$ cat src/adc_mode_map.vh
// Constants for the converter mode and power control block
`ifndef ADC_MODE_MAP_VH
`define ADC_MODE_MAP_VH
`define MODE_EXT_CLOCK    3'h0
`define MODE_EXT_ACQ      3'h1
`define MODE_INT_CLOCK    3'h2
`define MODE_RSVD_A       3'h3
`define MODE_RESET        3'h4
`define MODE_RSVD_B       3'h5
`define MODE_PARTIAL_PD   3'h6
`define MODE_FULL_PD      3'h7
`define CTRL_START_BIT    7
`define CTRL_MODE_HI      6
`define CTRL_MODE_LO      4
`define CTRL_TAIL         4'h8
`define RANGE_BIPOLAR_FULL 3'h7
`define RANGE_UNI_POS_FULL 3'h3
`define CODE_ZERO_POS     14'h0000
`define CODE_ZERO_NEG     14'h3fff
`define PWR_NORMAL        2'h0
`define PWR_PARTIAL       2'h1
`define PWR_FULL          2'h2
`define REF_SETTLE_MS     10
`define CLOCK_MHZ         125
`endif

$ cat src/adc_power_mode_control.v
// Mode-control byte decode, power state and output code convention
// Functional notes
// - Mode byte with select 111 enters full power-down.
// - Full power-down turns off all analog, including reference; decode stays alive.
// - Only a valid mode byte with select 000, 001, 010, 100 or 110 leaves full power-down.
// - Chip-select activity without a complete valid byte never leaves power-down.
// - After power-up: full power, external clock mode.
// - After power-up every channel single-ended bipolar full reference.
// - Range code 011 selects unipolar zero to reference.
// - Negative unipolar: zero-scale gives 0x3fff, next down 0x3ffe.
// - Positive unipolar: zero-scale gives 0x0000, next up 0x0001.
// - Each channel range reprogrammable independently between conversions.
// - Mode byte starts at first one bit after chip select falls.
// - Bits 6..4 select mode; bits 3..0 must be 1000.
// - Select 100 restores all defaults.
// - Select 110 enters partial power-down, reference and bias stay on.
`timescale 1ns/1ns
`default_nettype none
`include "adc_mode_map.vh"
module adc_power_mode_control #(
   parameter CHANNELS = 8,
   parameter AW       = 3
) (
   input  wire          clock,          // 125 MHz system clock
   input  wire          reset_n,        // Synchronous reset, active low
   input  wire          sclk,           // Serial clock pin from host
   input  wire          cs_n,           // Chip select pin, active low
   input  wire          din,            // Serial data pin
   input  wire          range_wr,       // Range update from shift logic
   input  wire [AW-1:0] range_chan,     // Channel of range update
   input  wire [2:0]    range_code,     // New range code
   input  wire [AW-1:0] conv_chan,      // Channel being converted
   input  wire [13:0]   conv_raw,       // Raw offset-binary result
   output reg  [2:0]    mode_q,         // Active conversion mode
   output reg           analog_on_q,    // Analog sections powered
   output reg           ref_on_q,       // Reference and bias powered
   output reg           mode_byte_q,    // Pulse: valid mode byte taken
   output reg  [2:0]    chan_range_q,   // Range of conversion channel
   output reg  [13:0]   result_q        // Result code after convention
);
   // Pin synchronisers
   reg [1:0] sclk_s_q;
   reg [1:0] cs_s_q;
   reg [1:0] din_s_q;
   reg       sclk_prev_q;
   reg       armed_q;
   reg       in_byte_q;
   reg [2:0] cnt_q;
   reg [6:0] sh_q;
   reg [1:0] pwr_q;
   reg       defaults_q;
   wire [2:0] rd_range;
   wire       sclk_rise = sclk_s_q[1] & ~sclk_prev_q;
   wire [7:0] byte_w    = {sh_q, din_s_q[1]};
   wire       last_bit  = sclk_rise & in_byte_q & (cnt_q == 3'h7) & ~cs_s_q[1];
   wire       byte_ok   = last_bit & (byte_w[3:0] == `CTRL_TAIL);
   wire [2:0] sel       = byte_w[`CTRL_MODE_HI:`CTRL_MODE_LO];

   // Two-flop synchronisers on every pin
   always @(posedge clock) begin
      if (!reset_n) begin
         sclk_s_q    <= 2'h0;
         cs_s_q      <= 2'h3;
         din_s_q     <= 2'h0;
         sclk_prev_q <= 1'b0;
      end else begin
         sclk_s_q    <= {sclk_s_q[0], sclk};
         cs_s_q      <= {cs_s_q[0], cs_n};
         din_s_q     <= {din_s_q[0], din};
         sclk_prev_q <= sclk_s_q[1];
      end
   end

   // Byte framing: start bit is first one after chip select falls
   always @(posedge clock) begin
      if (!reset_n || cs_s_q[1]) begin
         armed_q   <= 1'b1;
         in_byte_q <= 1'b0;
         cnt_q     <= 3'h0;
         sh_q      <= 7'h00;
      end else if (sclk_rise) begin
         if (!in_byte_q && armed_q && din_s_q[1]) begin
            in_byte_q <= 1'b1;
            armed_q   <= 1'b0;
            cnt_q     <= 3'h1;
            sh_q      <= 7'h01;
         end else if (in_byte_q) begin
            sh_q  <= {sh_q[5:0], din_s_q[1]};
            cnt_q <= cnt_q + 3'h1;
            if (cnt_q == 3'h7) begin
               in_byte_q <= 1'b0;
               armed_q   <= 1'b1;
            end
         end
      end
   end

   // Mode and power state, changed only by a whole valid byte
   always @(posedge clock) begin
      if (!reset_n) begin
         mode_q      <= `MODE_EXT_CLOCK;
         pwr_q       <= `PWR_NORMAL;
         defaults_q  <= 1'b0;
         mode_byte_q <= 1'b0;
      end else begin
         defaults_q  <= 1'b0;
         mode_byte_q <= byte_ok;
         if (byte_ok) begin
            case (sel)
               `MODE_FULL_PD: begin
                  pwr_q <= `PWR_FULL;
               end
               `MODE_PARTIAL_PD: begin
                  pwr_q <= `PWR_PARTIAL;
               end
               `MODE_RESET: begin
                  mode_q     <= `MODE_EXT_CLOCK;
                  pwr_q      <= `PWR_NORMAL;
                  defaults_q <= 1'b1;
               end
               `MODE_EXT_CLOCK, `MODE_EXT_ACQ, `MODE_INT_CLOCK: begin
                  mode_q <= sel;
                  pwr_q  <= `PWR_NORMAL;
               end
               default: begin
                  mode_q <= mode_q;
               end
            endcase
         end
      end
   end

   // Power enables from state
   always @(posedge clock) begin
      if (!reset_n) begin
         analog_on_q <= 1'b1;
         ref_on_q    <= 1'b1;
      end else begin
         analog_on_q <= (pwr_q == `PWR_NORMAL);
         ref_on_q    <= (pwr_q != `PWR_FULL);
      end
   end

   // Per-channel ranges, defaults on reset and reset byte
   range_table #(.CHANNELS(CHANNELS), .AW(AW)) u_ranges (
      .clock   (clock),
      .reset_n (reset_n),
      .defaults(defaults_q),
      .wr_en   (range_wr),
      .wr_addr (range_chan),
      .wr_data (range_code),
      .rd_addr (conv_chan),
      .rd_data (rd_range)
   );

   // Output code convention per range
   always @(posedge clock) begin
      if (!reset_n) begin
         chan_range_q <= `RANGE_BIPOLAR_FULL;
         result_q     <= `CODE_ZERO_POS;
      end else begin
         chan_range_q <= rd_range;
         if (rd_range == 3'h2 || rd_range == 3'h4)
            result_q <= `CODE_ZERO_NEG - conv_raw;
         else
            result_q <= conv_raw;
      end
   end
endmodule // adc_power_mode_control
`default_nettype wire

$ cat src/range_table.v
// Per-channel input range storage with registered read port
`timescale 1ns/1ns
`default_nettype none
`include "adc_mode_map.vh"
module range_table #(
   parameter CHANNELS = 8,
   parameter AW       = 3
) (
   input  wire          clock,      // System clock
   input  wire          reset_n,    // Synchronous reset, active low
   input  wire          defaults,   // Restore every entry to default
   input  wire          wr_en,      // Write one entry
   input  wire [AW-1:0] wr_addr,    // Entry written
   input  wire [2:0]    wr_data,    // Range code written
   input  wire [AW-1:0] rd_addr,    // Entry read
   output reg  [2:0]    rd_data     // Registered range code
);
   reg [2:0] mem_q [0:CHANNELS-1];
   genvar g;
   // One entry per channel, independently writable
   generate
      for (g = 0; g < CHANNELS; g = g + 1) begin : g_ent
         always @(posedge clock) begin
            if (!reset_n || defaults)
               mem_q[g] <= `RANGE_BIPOLAR_FULL;
            else if (wr_en && wr_addr == g)
               mem_q[g] <= wr_data;
         end
      end
   endgenerate
   // Registered read
   always @(posedge clock) begin
      if (!reset_n)
         rd_data <= `RANGE_BIPOLAR_FULL;
      else
         rd_data <= mem_q[rd_addr];
   end
endmodule // range_table
`default_nettype wire

$ cat config.mk
export PLATFORM = sky130hd
export DESIGN_NAME = adc_power_mode_control
export DESIGN_NICKNAME = d
export VERILOG_FILES = /design/src/adc_power_mode_control.v /design/src/range_table.v
export VERILOG_INCLUDE_DIRS = /design/src
export SDC_FILE = /design/constraint.sdc
export NUM_CORES = 1
export LEC_CHECK = 0
export ABC_CLOCK_PERIOD_IN_PS = 4500
export BUFFER_PORTS_ARGS = -buffer_cell sky130_fd_sc_hd__clkbuf_2
export CELL_PAD_IN_SITES_DETAIL_PLACEMENT = 1
export CELL_PAD_IN_SITES_GLOBAL_PLACEMENT = 2
export CORE_ASPECT_RATIO = 1.75
export CORE_MARGIN = 10
export CORE_UTILIZATION = 38
export CTS_CLUSTER_SIZE = 30
export DETAILED_ROUTE_END_ITERATION = 10
export MAX_ROUTING_LAYER = met4
export PLACE_DENSITY_LB_ADDON = 0.1
export SLEW_MARGIN = 20
export SYNTH_ARGS = -nofsm -noshare
export SYNTH_HDL_FRONTEND = slang
export SYNTH_SLANG_ARGS = --single-unit
$ cat constraint.sdc
create_clock -name clock -period 4.5 [get_ports clock]
set_input_delay 0.9 -clock clock [delete_from_list [all_inputs] [get_ports clock]]
set_output_delay 0.9 -clock clock [all_outputs]
set_load 0.05 [all_outputs]
==> results.md, run 1 <==
* Status: finished, final reports clean
* Post-synth top area cell: dfxtp_1
* Hold slack final at 0.409 ns
* CP top delay family: buffers and inverters
* Synth area leaders: dfxtp_1, edfxtp_1, o21ai_0, or3_1, mux4_2
* Worst slew pin tran at 0.725 ns
* Clock power share at 0.422
* Setup TNS at 0 ns
* Peak supply drop at 0.000201 V
* Area grow syn2layout at 18.7%
* Vias in the first global route at 2326
* Worst skew pair latency at 0.33 ns
* Mapped Cells at 276
* Initial core utilization at 0.392
* Top sig layer: met4
* Final setup violation count at 0
* Tot Pwr at 1.49 mW
* Hold Path Class: reg2reg
* Worst setup margin at 1.90 ns
* Max_slew headroom at 0.516
* Via Count at 2209
* RSZ-0062 raised after global routing: false
* Pleak at 1.28 nW
* Most common cell after layout, fill and taps aside: clkbuf_2
* Worst path buffer plus inverter count at 2
* CP Capture Type: register
* DR iter-0 viols at 115
* Post-synth EDFFs at 24
* Post-CTS setup buffers at 0
* Mapped Area at 2990 um2
* Pwr Density at 419 nW/um2
* Initial antenna violation count at 0
* Maxcap violations at 0
* CTS tree: yes
* Number of distinct library cells after synthesis at 46
* Post-Place Setup Slack at 1.52 ns
* Port bufs at 51
* Fin Clk Skew at 0.00618 ns
* WL met2 at 3.89 mm
* Core ar. at 7620 um2
* GPL Wtd Cong at 0.717
* Die area at 11900 um2
* DR vias/cell at 5.31
* Period utilisation layout at 0.577
* Ports at 52
* Post-Syn Nets at 307
* Clock buffer depth at 2
* Post-synth ARST share at 0
* Clock tree sinks at 71
* Root buffer cell: clkbuf_16
* Crit path max fanout at 22
* Clock Pin Slew Worst Setup and Hold Paths at 0.05 ns
* Sequential area share after synthesis at 0.556
* Placed cell count at 400
* Seq cells post-synth at 71
* Routed met3 length at 362 um
* Layout Nets at 354
* Top FF cell, synth: dfxtp_1
* Comb power frac at 0.099
* Finished Layout Cells at 416
* Proportion of layout cells with a drive suffix above 1 at 0.268
* Chip width at 87.0 um
* CTS H-Tree Depth at 3
* Largest net degree at the start of global routing at 30
* First-pass GRT wire length at 11.9 mm
* Worst setup SP type: input port
* Kind of critical path: in2reg
* Drt first pass iters at 4
* Routed Antenna Nets at 0
* Global Route Usage Sum at 0.131
* Row count at 42
* Hold buffer count at CTS at 0
* CP cell instances: clkbuf_2, inv_1, nor2_1, o21ai_0
* Post-CTS Resized at 0
* Met1 Wirelength at 2.82 mm
* Max Freq at 385 MHz
* Most frequent cells in the layout: clkbuf_2, dfxtp_1, o21ai_0
* Slew Limit Fails at 0
* Total grt overflow at 0
* Fin. Hold Viols at 0
* CP peak stage delay at 0.56 ns
* Die span in y at 137 um
* Total internal power at 1.13 mW
* Yosys top cell area share at 0.315
* DRC Markers at 0
* Wire per inst at 17.5 um
* Post-Synthesis Mean Instance Area at 10.8 um2
* Sw Pwr at 0.355 mW
* Final min period at 2.60 ns
* Filler Cell Count at 852
* CP required at 4.51 ns
* Critical Path AT at 2.61 ns
* Flop pwr share at 0.479
* N_diodes at 0
* CTS buffer count at 9
* Post-Route WL at 7.27 mm
* Post-detail-place hpwl at 5.46 mm
* Switching Fraction at 0.239
* Synth warn at 0
* Slowest-stage cell, CP: nor2_1
[layout make-up]
type	instances	area, um2	share of cell area
clock inverter	1	5.00	0.00141
multi-input combinational	186	1240	0.349
timing repair buffer	52	263	0.0741
tap	88	110	0.0311
clock buffer	15	258	0.0727
inverter	3	11.3	0.00318
sequential	71	1660	0.469
[worst register-to-register path, delay by kind of cell (launching register included)]
family / cells / cell delay (ns)
AOI/OAI and AO/OA: 1 / 0.28
adders and majority gates: 2 / 0.38
DFF: 1 / 0.36
and+or+nand+nor: 2 / 0.71
[power groups by stage]
stage / logic (mW) / registers [mW] / clock network [mW]
CTS: 0.150 / 0.712 / 0.645
global route: 0.161 / 0.715 / 0.671
global placement: 0.147 / 0.724 / 0
finish: 0.147 / 0.711 / 0.627
floorplan: 0.0647 / 0.757 / 0
detailed placement: 0.149 / 0.725 / 0
[flip-flops by register name, summed over array words and instances (netlist names), 2 cells and up]
name / flops
u_ranges.mem_q: 24
result_q: 14
sh_q: 6
chan_range_q: 3
cnt_q: 3
mode_q: 3
u_ranges.rd_data: 3
cs_s_q: 2
din_s_q: 2
pwr_q: 2
sclk_s_q: 2
[per-layer routing]
metal | global-route usage | vias up
met2 | 0.221 | 46
met1 | 0.133 | 1044
met4 | 0.0850 | 0
li1 | - | 1104
met3 | 0.0290 | 15
met5 | - | -
[worst paths after layout]
kind | startpoint | to | slack, ns | cells past startpoint
worst max-delay path | reset_n | u_ranges.mem_q[2][1]$_SDFFCE_PN1P_ | 1.90 | 4
worst min-delay path | cs_s_q[0]$_SDFF_PN1_ | cs_s_q[1]$_SDFF_PN1_ | 0.41 | 1
worst min register to register | cs_s_q[0]$_SDFF_PN1_ | cs_s_q[1]$_SDFF_PN1_ | 0.41 | 1
worst max register to register | cnt_q[0]$_SDFFE_PP0P_ | mode_q[0]$_SDFFE_PN0P_ | 2.67 | 5
[per-stage QoR]
stage	instance area [um2]	utilization
final	3540	0.465
after global routing	3540	0.465
after CTS	3540	0.465
after detailed placement	3280	0.431
after global placement	3280	0.431
after floorplan	2990	-
[kinds of logic (layout without fill, tap and decap cells)]
kind of cell / Yosys count / count (layout) / share of synthesized area
simple gates: 101 / 101 / 0.212
compound gates: 72 / 72 / 0.132
flops: 71 / 71 / 0.556
buf+inv: 19 / 71 / 0.0297
mux: 9 / 9 / 0.0553
fa+ha+maj: 2 / 2 / 0.00838
xor+xnor: 2 / 2 / 0.00587
[cell usage after synthesis (2+ instances only)]
| cell | count |
|---|---|
| nor2_1 | 5 |
| dfxtp_1 | 47 |
| or2_2 | 12 |
| o31ai_1 | 4 |
| nor3_1 | 2 |
| a31oi_1 | 4 |
| or3_1 | 25 |
| nand4_1 | 2 |
| a21oi_1 | 26 |
| inv_1 | 3 |
| and4bb_2 | 2 |
| ha_1 | 2 |
| buf_4 | 2 |
| nand2_1 | 16 |
| edfxtp_1 | 24 |
| o21ai_0 | 32 |
| and2_1 | 5 |
| mux2i_1 | 3 |
| nand3_1 | 2 |
| clkbuf_1 | 10 |
| mux4_2 | 6 |
| buf_2 | 2 |
| nand2b_1 | 16 |
| nand3b_1 | 2 |
(Power assumes the default switching activity.)
==> inputs of run 2 (changes only) <==
--- a/config.mk
+++ b/config.mk
@@ -6,13 +6,14 @@
 export SDC_FILE = /design/constraint.sdc
 export NUM_CORES = 1
 export LEC_CHECK = 0
-export ABC_CLOCK_PERIOD_IN_PS = 4500
+export ABC_AREA = 1
+export ABC_CLOCK_PERIOD_IN_PS = 2500
 export BUFFER_PORTS_ARGS = -buffer_cell sky130_fd_sc_hd__clkbuf_2
 export CELL_PAD_IN_SITES_DETAIL_PLACEMENT = 1
 export CELL_PAD_IN_SITES_GLOBAL_PLACEMENT = 2
 export CORE_ASPECT_RATIO = 1.75
 export CORE_MARGIN = 10
-export CORE_UTILIZATION = 38
+export CORE_UTILIZATION = 33
 export CTS_CLUSTER_SIZE = 30
 export DETAILED_ROUTE_END_ITERATION = 10
 export MAX_ROUTING_LAYER = met4
==> constraint.sdc (replaced) <==
create_clock -name clock -period 2.5 [get_ports clock]
set_input_delay 0.5 -clock clock [delete_from_list [all_inputs] [get_ports clock]]
set_output_delay 0.5 -clock clock [all_outputs]
set_load 0.05 [all_outputs]
==> run 2 against run 1 <==
  * Sequential cell count unchanged
  * Clock power is 120% higher
  * Routed wire length is essentially flat
  * Critical path depth decreased by 1
  * Register-to-register slack worse by 1.6 ns
  * Combinational power up 54%
  * Synthesized cell count increased by 20%
==> results.md, run 2 <==
* Via Count at 2339
* Clock Pin Slew Worst Setup and Hold Paths at 0.06 ns
* Yosys top cell area share at 0.324
* CP cell instances: o21ai_2, o21ai_0, a21oi_1
* Post-Route WL at 7.27 mm
* Most frequent cells in the layout: nand2_1, clkbuf_2, dfxtp_1
* GPL Wtd Cong at 0.789
* Core ar. at 8610 um2
* Peak supply drop at 0.000460 V
* Vias in the first global route at 2464
* Clock tree sinks at 71
* Proportion of layout cells with a drive suffix above 1 at 0.226
* Period utilisation layout at 0.582
* CTS buffer count at 9
* Total grt overflow at 0
* Hold Path Class: in2reg
* Finished Layout Cells at 510
* First-pass GRT wire length at 12.1 mm
* Mapped Cells at 332
* Kind of critical path: reg2reg
* Top Registers: u_ranges.mem_q (24), result_q (14), sh_q (6)
* N_diodes at 0
* Mapped Area at 2900 um2
* Initial antenna violation count at 0
* Initial core utilization at 0.337
* DRC Markers at 0
* Synth area leaders: dfxtp_1, edfxtp_1, nand2_1, inv_1, a21oi_1
* Setup TNS at 0 ns
* Port bufs at 51
* RSZ-0062 raised after global routing: false
* Top FF cell, synth: dfxtp_1
* Maxcap violations at 0
* Hold buffer count at CTS at 0
* Final setup violation count at 0
* Post-synth ARST share at 0
* DR iter-0 viols at 70
* Die area at 13100 um2
* Area grow syn2layout at 24.4%
* Slew Limit Fails at 0
* Chip width at 90.9 um
* Worst setup margin at 1.05 ns
* CTS H-Tree Depth at 3
* Clock buffer depth at 2
* Critical Path AT at 1.71 ns
* Pleak at 1.53 nW
* Fin. Hold Viols at 0
* Global Route Usage Sum at 0.122
* Final min period at 1.45 ns
* Post-Synthesis Mean Instance Area at 8.74 um2
* Worst setup SP type: register
* Pwr Density at 789 nW/um2
* Post-CTS Resized at 0
* Root buffer cell: clkbuf_16
* Max Freq at 688 MHz
* Status: finished, final reports clean
* Post-synth top area cell: dfxtp_1
* Wire per inst at 14.3 um
* Sequential area share after synthesis at 0.572
* Hold slack final at 0.358 ns
* Worst slew pin tran at 0.928 ns
* Post-detail-place hpwl at 5.83 mm
* Die span in y at 144 um
* Filler Cell Count at 1054
* Top-count cell post-synth: nand2_1
* Largest net degree at the start of global routing at 29
* Layout Nets at 419
* Worst skew pair latency at 0.33 ns
* Row count at 45
* DR vias/cell at 4.59
* Post-synth EDFFs at 24
* Utilization after layout at 0.419
* Max_slew headroom at 0.381
* Number of distinct library cells after synthesis at 24
* Post-Syn Nets at 363
* Routed Antenna Nets at 0
* Synth top cells by count: nand2_1, dfxtp_1, inv_1, a21oi_1, nand3_1
* Worst path buffer plus inverter count at 0
* Slowest-stage cell, CP: o21ai_2
* Placed cell count at 494
* Number of flip-flops under the largest register name at 24
* Post-Place Setup Slack at 0.902 ns
* CTS tree: yes
* Most common cell after layout, fill and taps aside: nand2_1
* Post-CTS setup buffers at 0
* Crit path max fanout at 28
* CP Capture Type: register
* Fin Clk Skew at 0.00364 ns
* CP peak stage delay at 0.74 ns
* Ports at 52
* Drt first pass iters at 4
* CP top delay family: compound AO/OA/AOI/OAI gates
* Seq cells post-synth at 71
* CP required at 2.76 ns
* Largest Register: u_ranges.mem_q
* Synth warn at 0
-- run 2: path summary, 6_finish.rpt --
kind | start | endpoint | slack (ns) | cells past startpoint
worst max-delay path | u_ranges.rd_data[1]$_SDFF_PN1_ | result_q[10]$_SDFF_PN0_ | 1.05 | 3
worst min-delay path | sclk | sclk_s_q[0]$_SDFF_PN0_ | 0.36 | 3
worst max register to register | u_ranges.rd_data[1]$_SDFF_PN1_ | result_q[10]$_SDFF_PN0_ | 1.05 | 3
worst min register to register | cs_s_q[0]$_SDFF_PN1_ | cs_s_q[1]$_SDFF_PN1_ | 0.41 | 1
-- run 2: routing by layer --
layer / share of wire / vias up / global-route usage
met5: 0 / - / -
li1: - / 1180 / -
met1: 0.34 / 1115 / 0.104
met4: 0.026 / 0 / 0.0663
met2: 0.60 / 34 / 0.238
met3: 0.032 / 10 / 0.0311
-- run 2: where the power goes --
part / switching, mW / internal (mW) / total, mW
registers: 0.0111 / 1.22 / 1.24
logic: 0.168 / 0.0594 / 0.227
clock network: 0.469 / 0.916 / 1.39
total: 0.648 / 2.20 / 2.85
-- run 2: kinds of logic (layout without fill, tap and decap cells) --
family	count (synthesis)	in the layout	share of synthesized area
adder cells (fa/ha/maj)	2	2	0.00862
flip-flops	71	71	0.572
AO/OA/AOI/OAI	47	47	0.0836
buffers and inverters	53	114	0.0737
AND/OR/NAND/NOR	159	159	0.262
-- run 2: tightest hold or removal path: cells and delay by family --
| family | cells | cell delay [ns] |
|---|---|---|
| AND/OR/NAND/NOR | 1 | 0.04 |
| buffers and inverters | 2 | 0.12 |
-- run 2: metrics by stage --
step | area (um2) | power [mW]
6_report | 3610 | 2.85
3_5_place_dp | 3270 | 1.49
5_1_grt | 3610 | 2.97
2_1_floorplan | 2900 | 1.42
3_3_place_gp | 3270 | 1.49
4_1_cts | 3610 | 2.90
-- run 2: layout make-up --
cell class,count,area [um2],share of cell area
Inverter,46,175,0.0485
Clock inverter,4,47.5,0.0132
Multi-Input combinational cell,208,1030,0.285
Clock buffer,12,289,0.0801
Tap cell,117,146,0.0406
Sequential cell,71,1660,0.460
Timing Repair Buffer,52,263,0.0728
==> inputs of run 3 (changes only) <==
--- a/config.mk
+++ b/config.mk
@@ -7,13 +7,13 @@
 export NUM_CORES = 1
 export LEC_CHECK = 0
 export ABC_AREA = 1
-export ABC_CLOCK_PERIOD_IN_PS = 2500
+export ABC_CLOCK_PERIOD_IN_PS = 1270
 export BUFFER_PORTS_ARGS = -buffer_cell sky130_fd_sc_hd__clkbuf_2
 export CELL_PAD_IN_SITES_DETAIL_PLACEMENT = 1
 export CELL_PAD_IN_SITES_GLOBAL_PLACEMENT = 2
 export CORE_ASPECT_RATIO = 1.75
 export CORE_MARGIN = 10
-export CORE_UTILIZATION = 33
+export CORE_UTILIZATION = 30
 export CTS_CLUSTER_SIZE = 30
 export DETAILED_ROUTE_END_ITERATION = 10
 export MAX_ROUTING_LAYER = met4
==> constraint.sdc (replaced) <==
create_clock -name clock -period 1.27 [get_ports clock]
set_input_delay 0.254 -clock clock [delete_from_list [all_inputs] [get_ports clock]]
set_output_delay 0.254 -clock clock [all_outputs]
set_load 0.05 [all_outputs]
==> run 3 against run 2 <==
  * Clock-buffer cell count decreased by 3
  * Sequential share of layout area decreased by 2.0 points
  * Total power increased by 88%
  * Worst setup slack got worse by 1.0 ns
  * Utilization decreased by 1.8 points
  * Sequential power increased by 96%
  * First-iteration DRC count decreased by 21%
  * Die area increased by 8.2%
  * Largest power group is now sequential cells
==> results.md, run 3 (synthesis results as in run 2) <==
* Fin Clk Skew at 0.00558 ns
* Via Count at 2451
* Initial core utilization at 0.307
* Pleak at 1.59 nW
* Clock buffer depth at 2
* Worst skew pair latency at 0.33 ns
* Hold Path Class: in2reg
* RSZ-0062 raised after global routing: true
* DR iter-0 viols at 55
* Largest net degree at the start of global routing at 25
* Comb power frac at 0.096
* Wire per inst at 14.9 um
* Final min period at 1.25 ns
* Die area at 14200 um2
* Row count at 47
* Vias in the first global route at 2634
* Final setup violation count at 0
* Pwr Density at 1410 nW/um2
* Filler Cell Count at 1146
* Max_slew headroom at 0.718
* Most frequent cells in the layout: nand2_1, clkbuf_2, dfxtp_1
* Worst slew pin tran at 0.421 ns
* Total grt overflow at 0
* Port bufs at 51
* CP Capture Type: register
* Worst setup SP type: register
* Top Registers: u_ranges.mem_q (24), result_q (14), sh_q (6)
* N_diodes at 0
* Hold buffer count at CTS at 0
* Drt first pass iters at 4
* Kind of critical path: reg2reg
* First-pass GRT wire length at 12.8 mm
* Final instance area at 3800 um2
* Area grow syn2layout at 30.9%
* Critical Path AT at 1.47 ns
* Clock Pin Slew Worst Setup and Hold Paths at 0.06 ns
* Period utilisation layout at 0.986
* DRC Markers at 0
* Fin. Hold Viols at 0
* Post-detail-place hpwl at 5.96 mm
* CTS H-Tree Depth at 3
* Proportion of layout cells with a drive suffix above 1 at 0.287
* Die span in y at 150 um
* DR vias/cell at 4.63
* CTS buffer count at 9
* Crit path max fanout at 7
* Ports at 52
* Number of flip-flops under the largest register name at 24
* Flop pwr share at 0.455
* Most common cell after layout, fill and taps aside: nand2_1
* Post-Route WL at 7.86 mm
* CTS tree: yes
* Core ar. at 9470 um2
* Maxcap violations at 0
* GPL Wtd Cong at 0.811
* Chip width at 94.4 um
* Sw Pwr at 1.31 mW
* DP Area at 3360 um2
* Max Freq at 798 MHz
* Clock tree sinks at 71
* Total internal power at 4.04 mW
* Slew Limit Fails at 0
* Initial antenna violation count at 0
* CP required at 1.49 ns
* Switching Fraction at 0.245
* Utilization after layout at 0.401
* Clock power share at 0.449
* Status: finished, final reports clean
* Root buffer cell: clkbuf_16
* Peak supply drop at 0.000739 V
* Largest Register: u_ranges.mem_q
* Layout Nets at 434
* Global Route Usage Sum at 0.122
* Routed Antenna Nets at 0
-- run 3: final cells by class --
class	instances	area [um2]	share of cell area
Tap cell	122	153	0.0402
Multi-Input combinational cell	210	1150	0.303
Clock inverter	6	52.6	0.0138
Clock buffer	9	225	0.0593
Timing Repair Buffer	65	372	0.0978
Sequential cell	71	1670	0.440
Inverter	46	175	0.0461
-- run 3: path summary, 6_finish.rpt --
check / end / cells past startpoint / startpoint / slack [ns]
min: din_s_q[0]$_SDFF_PN0_ / 3 / din / 0.11
max: pwr_q[1]$_SDFFE_PN0P_ / 8 / cnt_q[0]$_SDFFE_PP0P_ / 0.02
max reg2reg: pwr_q[1]$_SDFFE_PN0P_ / 8 / cnt_q[0]$_SDFFE_PP0P_ / 0.02
min reg2reg: cs_s_q[1]$_SDFF_PN1_ / 1 / cs_s_q[0]$_SDFF_PN1_ / 0.41
-- run 3: through the flow --
stage / hold WS, ns / setup TNS [ns] / worst slack [ns] / total power, mW / cells
final: 0.111 / 0 / 0.0174 / 5.35 / 529
after CTS: 0.105 / 0 / 0.00996 / 5.39 / 527
after global routing: 0.126 / -0.299 / -0.0557 / 5.58 / 529
after global placement: 0.394 / -1.98 / -0.148 / 2.95 / 510
after floorplan: 0.352 / 0 / 0.0883 / 2.79 / 332
after detailed placement: 0.402 / -2.44 / -0.181 / 2.96 / 510
-- run 3: power groups by stage --
stage / Sequential, mW / Combinational, mW / Clock [mW]
floorplan: 2.60 / 0.190 / 0
global placement: 2.48 / 0.477 / 0
detailed placement: 2.48 / 0.484 / 0
CTS: 2.44 / 0.495 / 2.45
global route: 2.44 / 0.566 / 2.57
finish: 2.43 / 0.512 / 2.40
-- run 3: critical path, cell delays in order, from the launching register on --
cell,delay [ns]
dfxtp_2,0.35
ha_4,0.14
ha_4,0.11
inv_2,0.04
nor2_4,0.17
buf_6,0.14
nand3_4,0.07
nand2_1,0.08
a21oi_1,0.05
-- run 3: metal layers --
layer,routed length [um],part of all wire,up-vias,GRT usage
met4,234,0.030,0,0.0817
met1,2560,0.33,1182,0.0982
met5,0,0,-,-
met3,224,0.028,15,0.0269
met2,4840,0.62,43,0.234
li1,-,-,1211,-
-- run 3: timing repair --
item | CTS | global route
setup endpoints to repair | 19 | 28
gates resized for setup | 15 | 23
pin swaps | 2 | 3
setup buffers | 1 | 3
cloned | 1 | 1
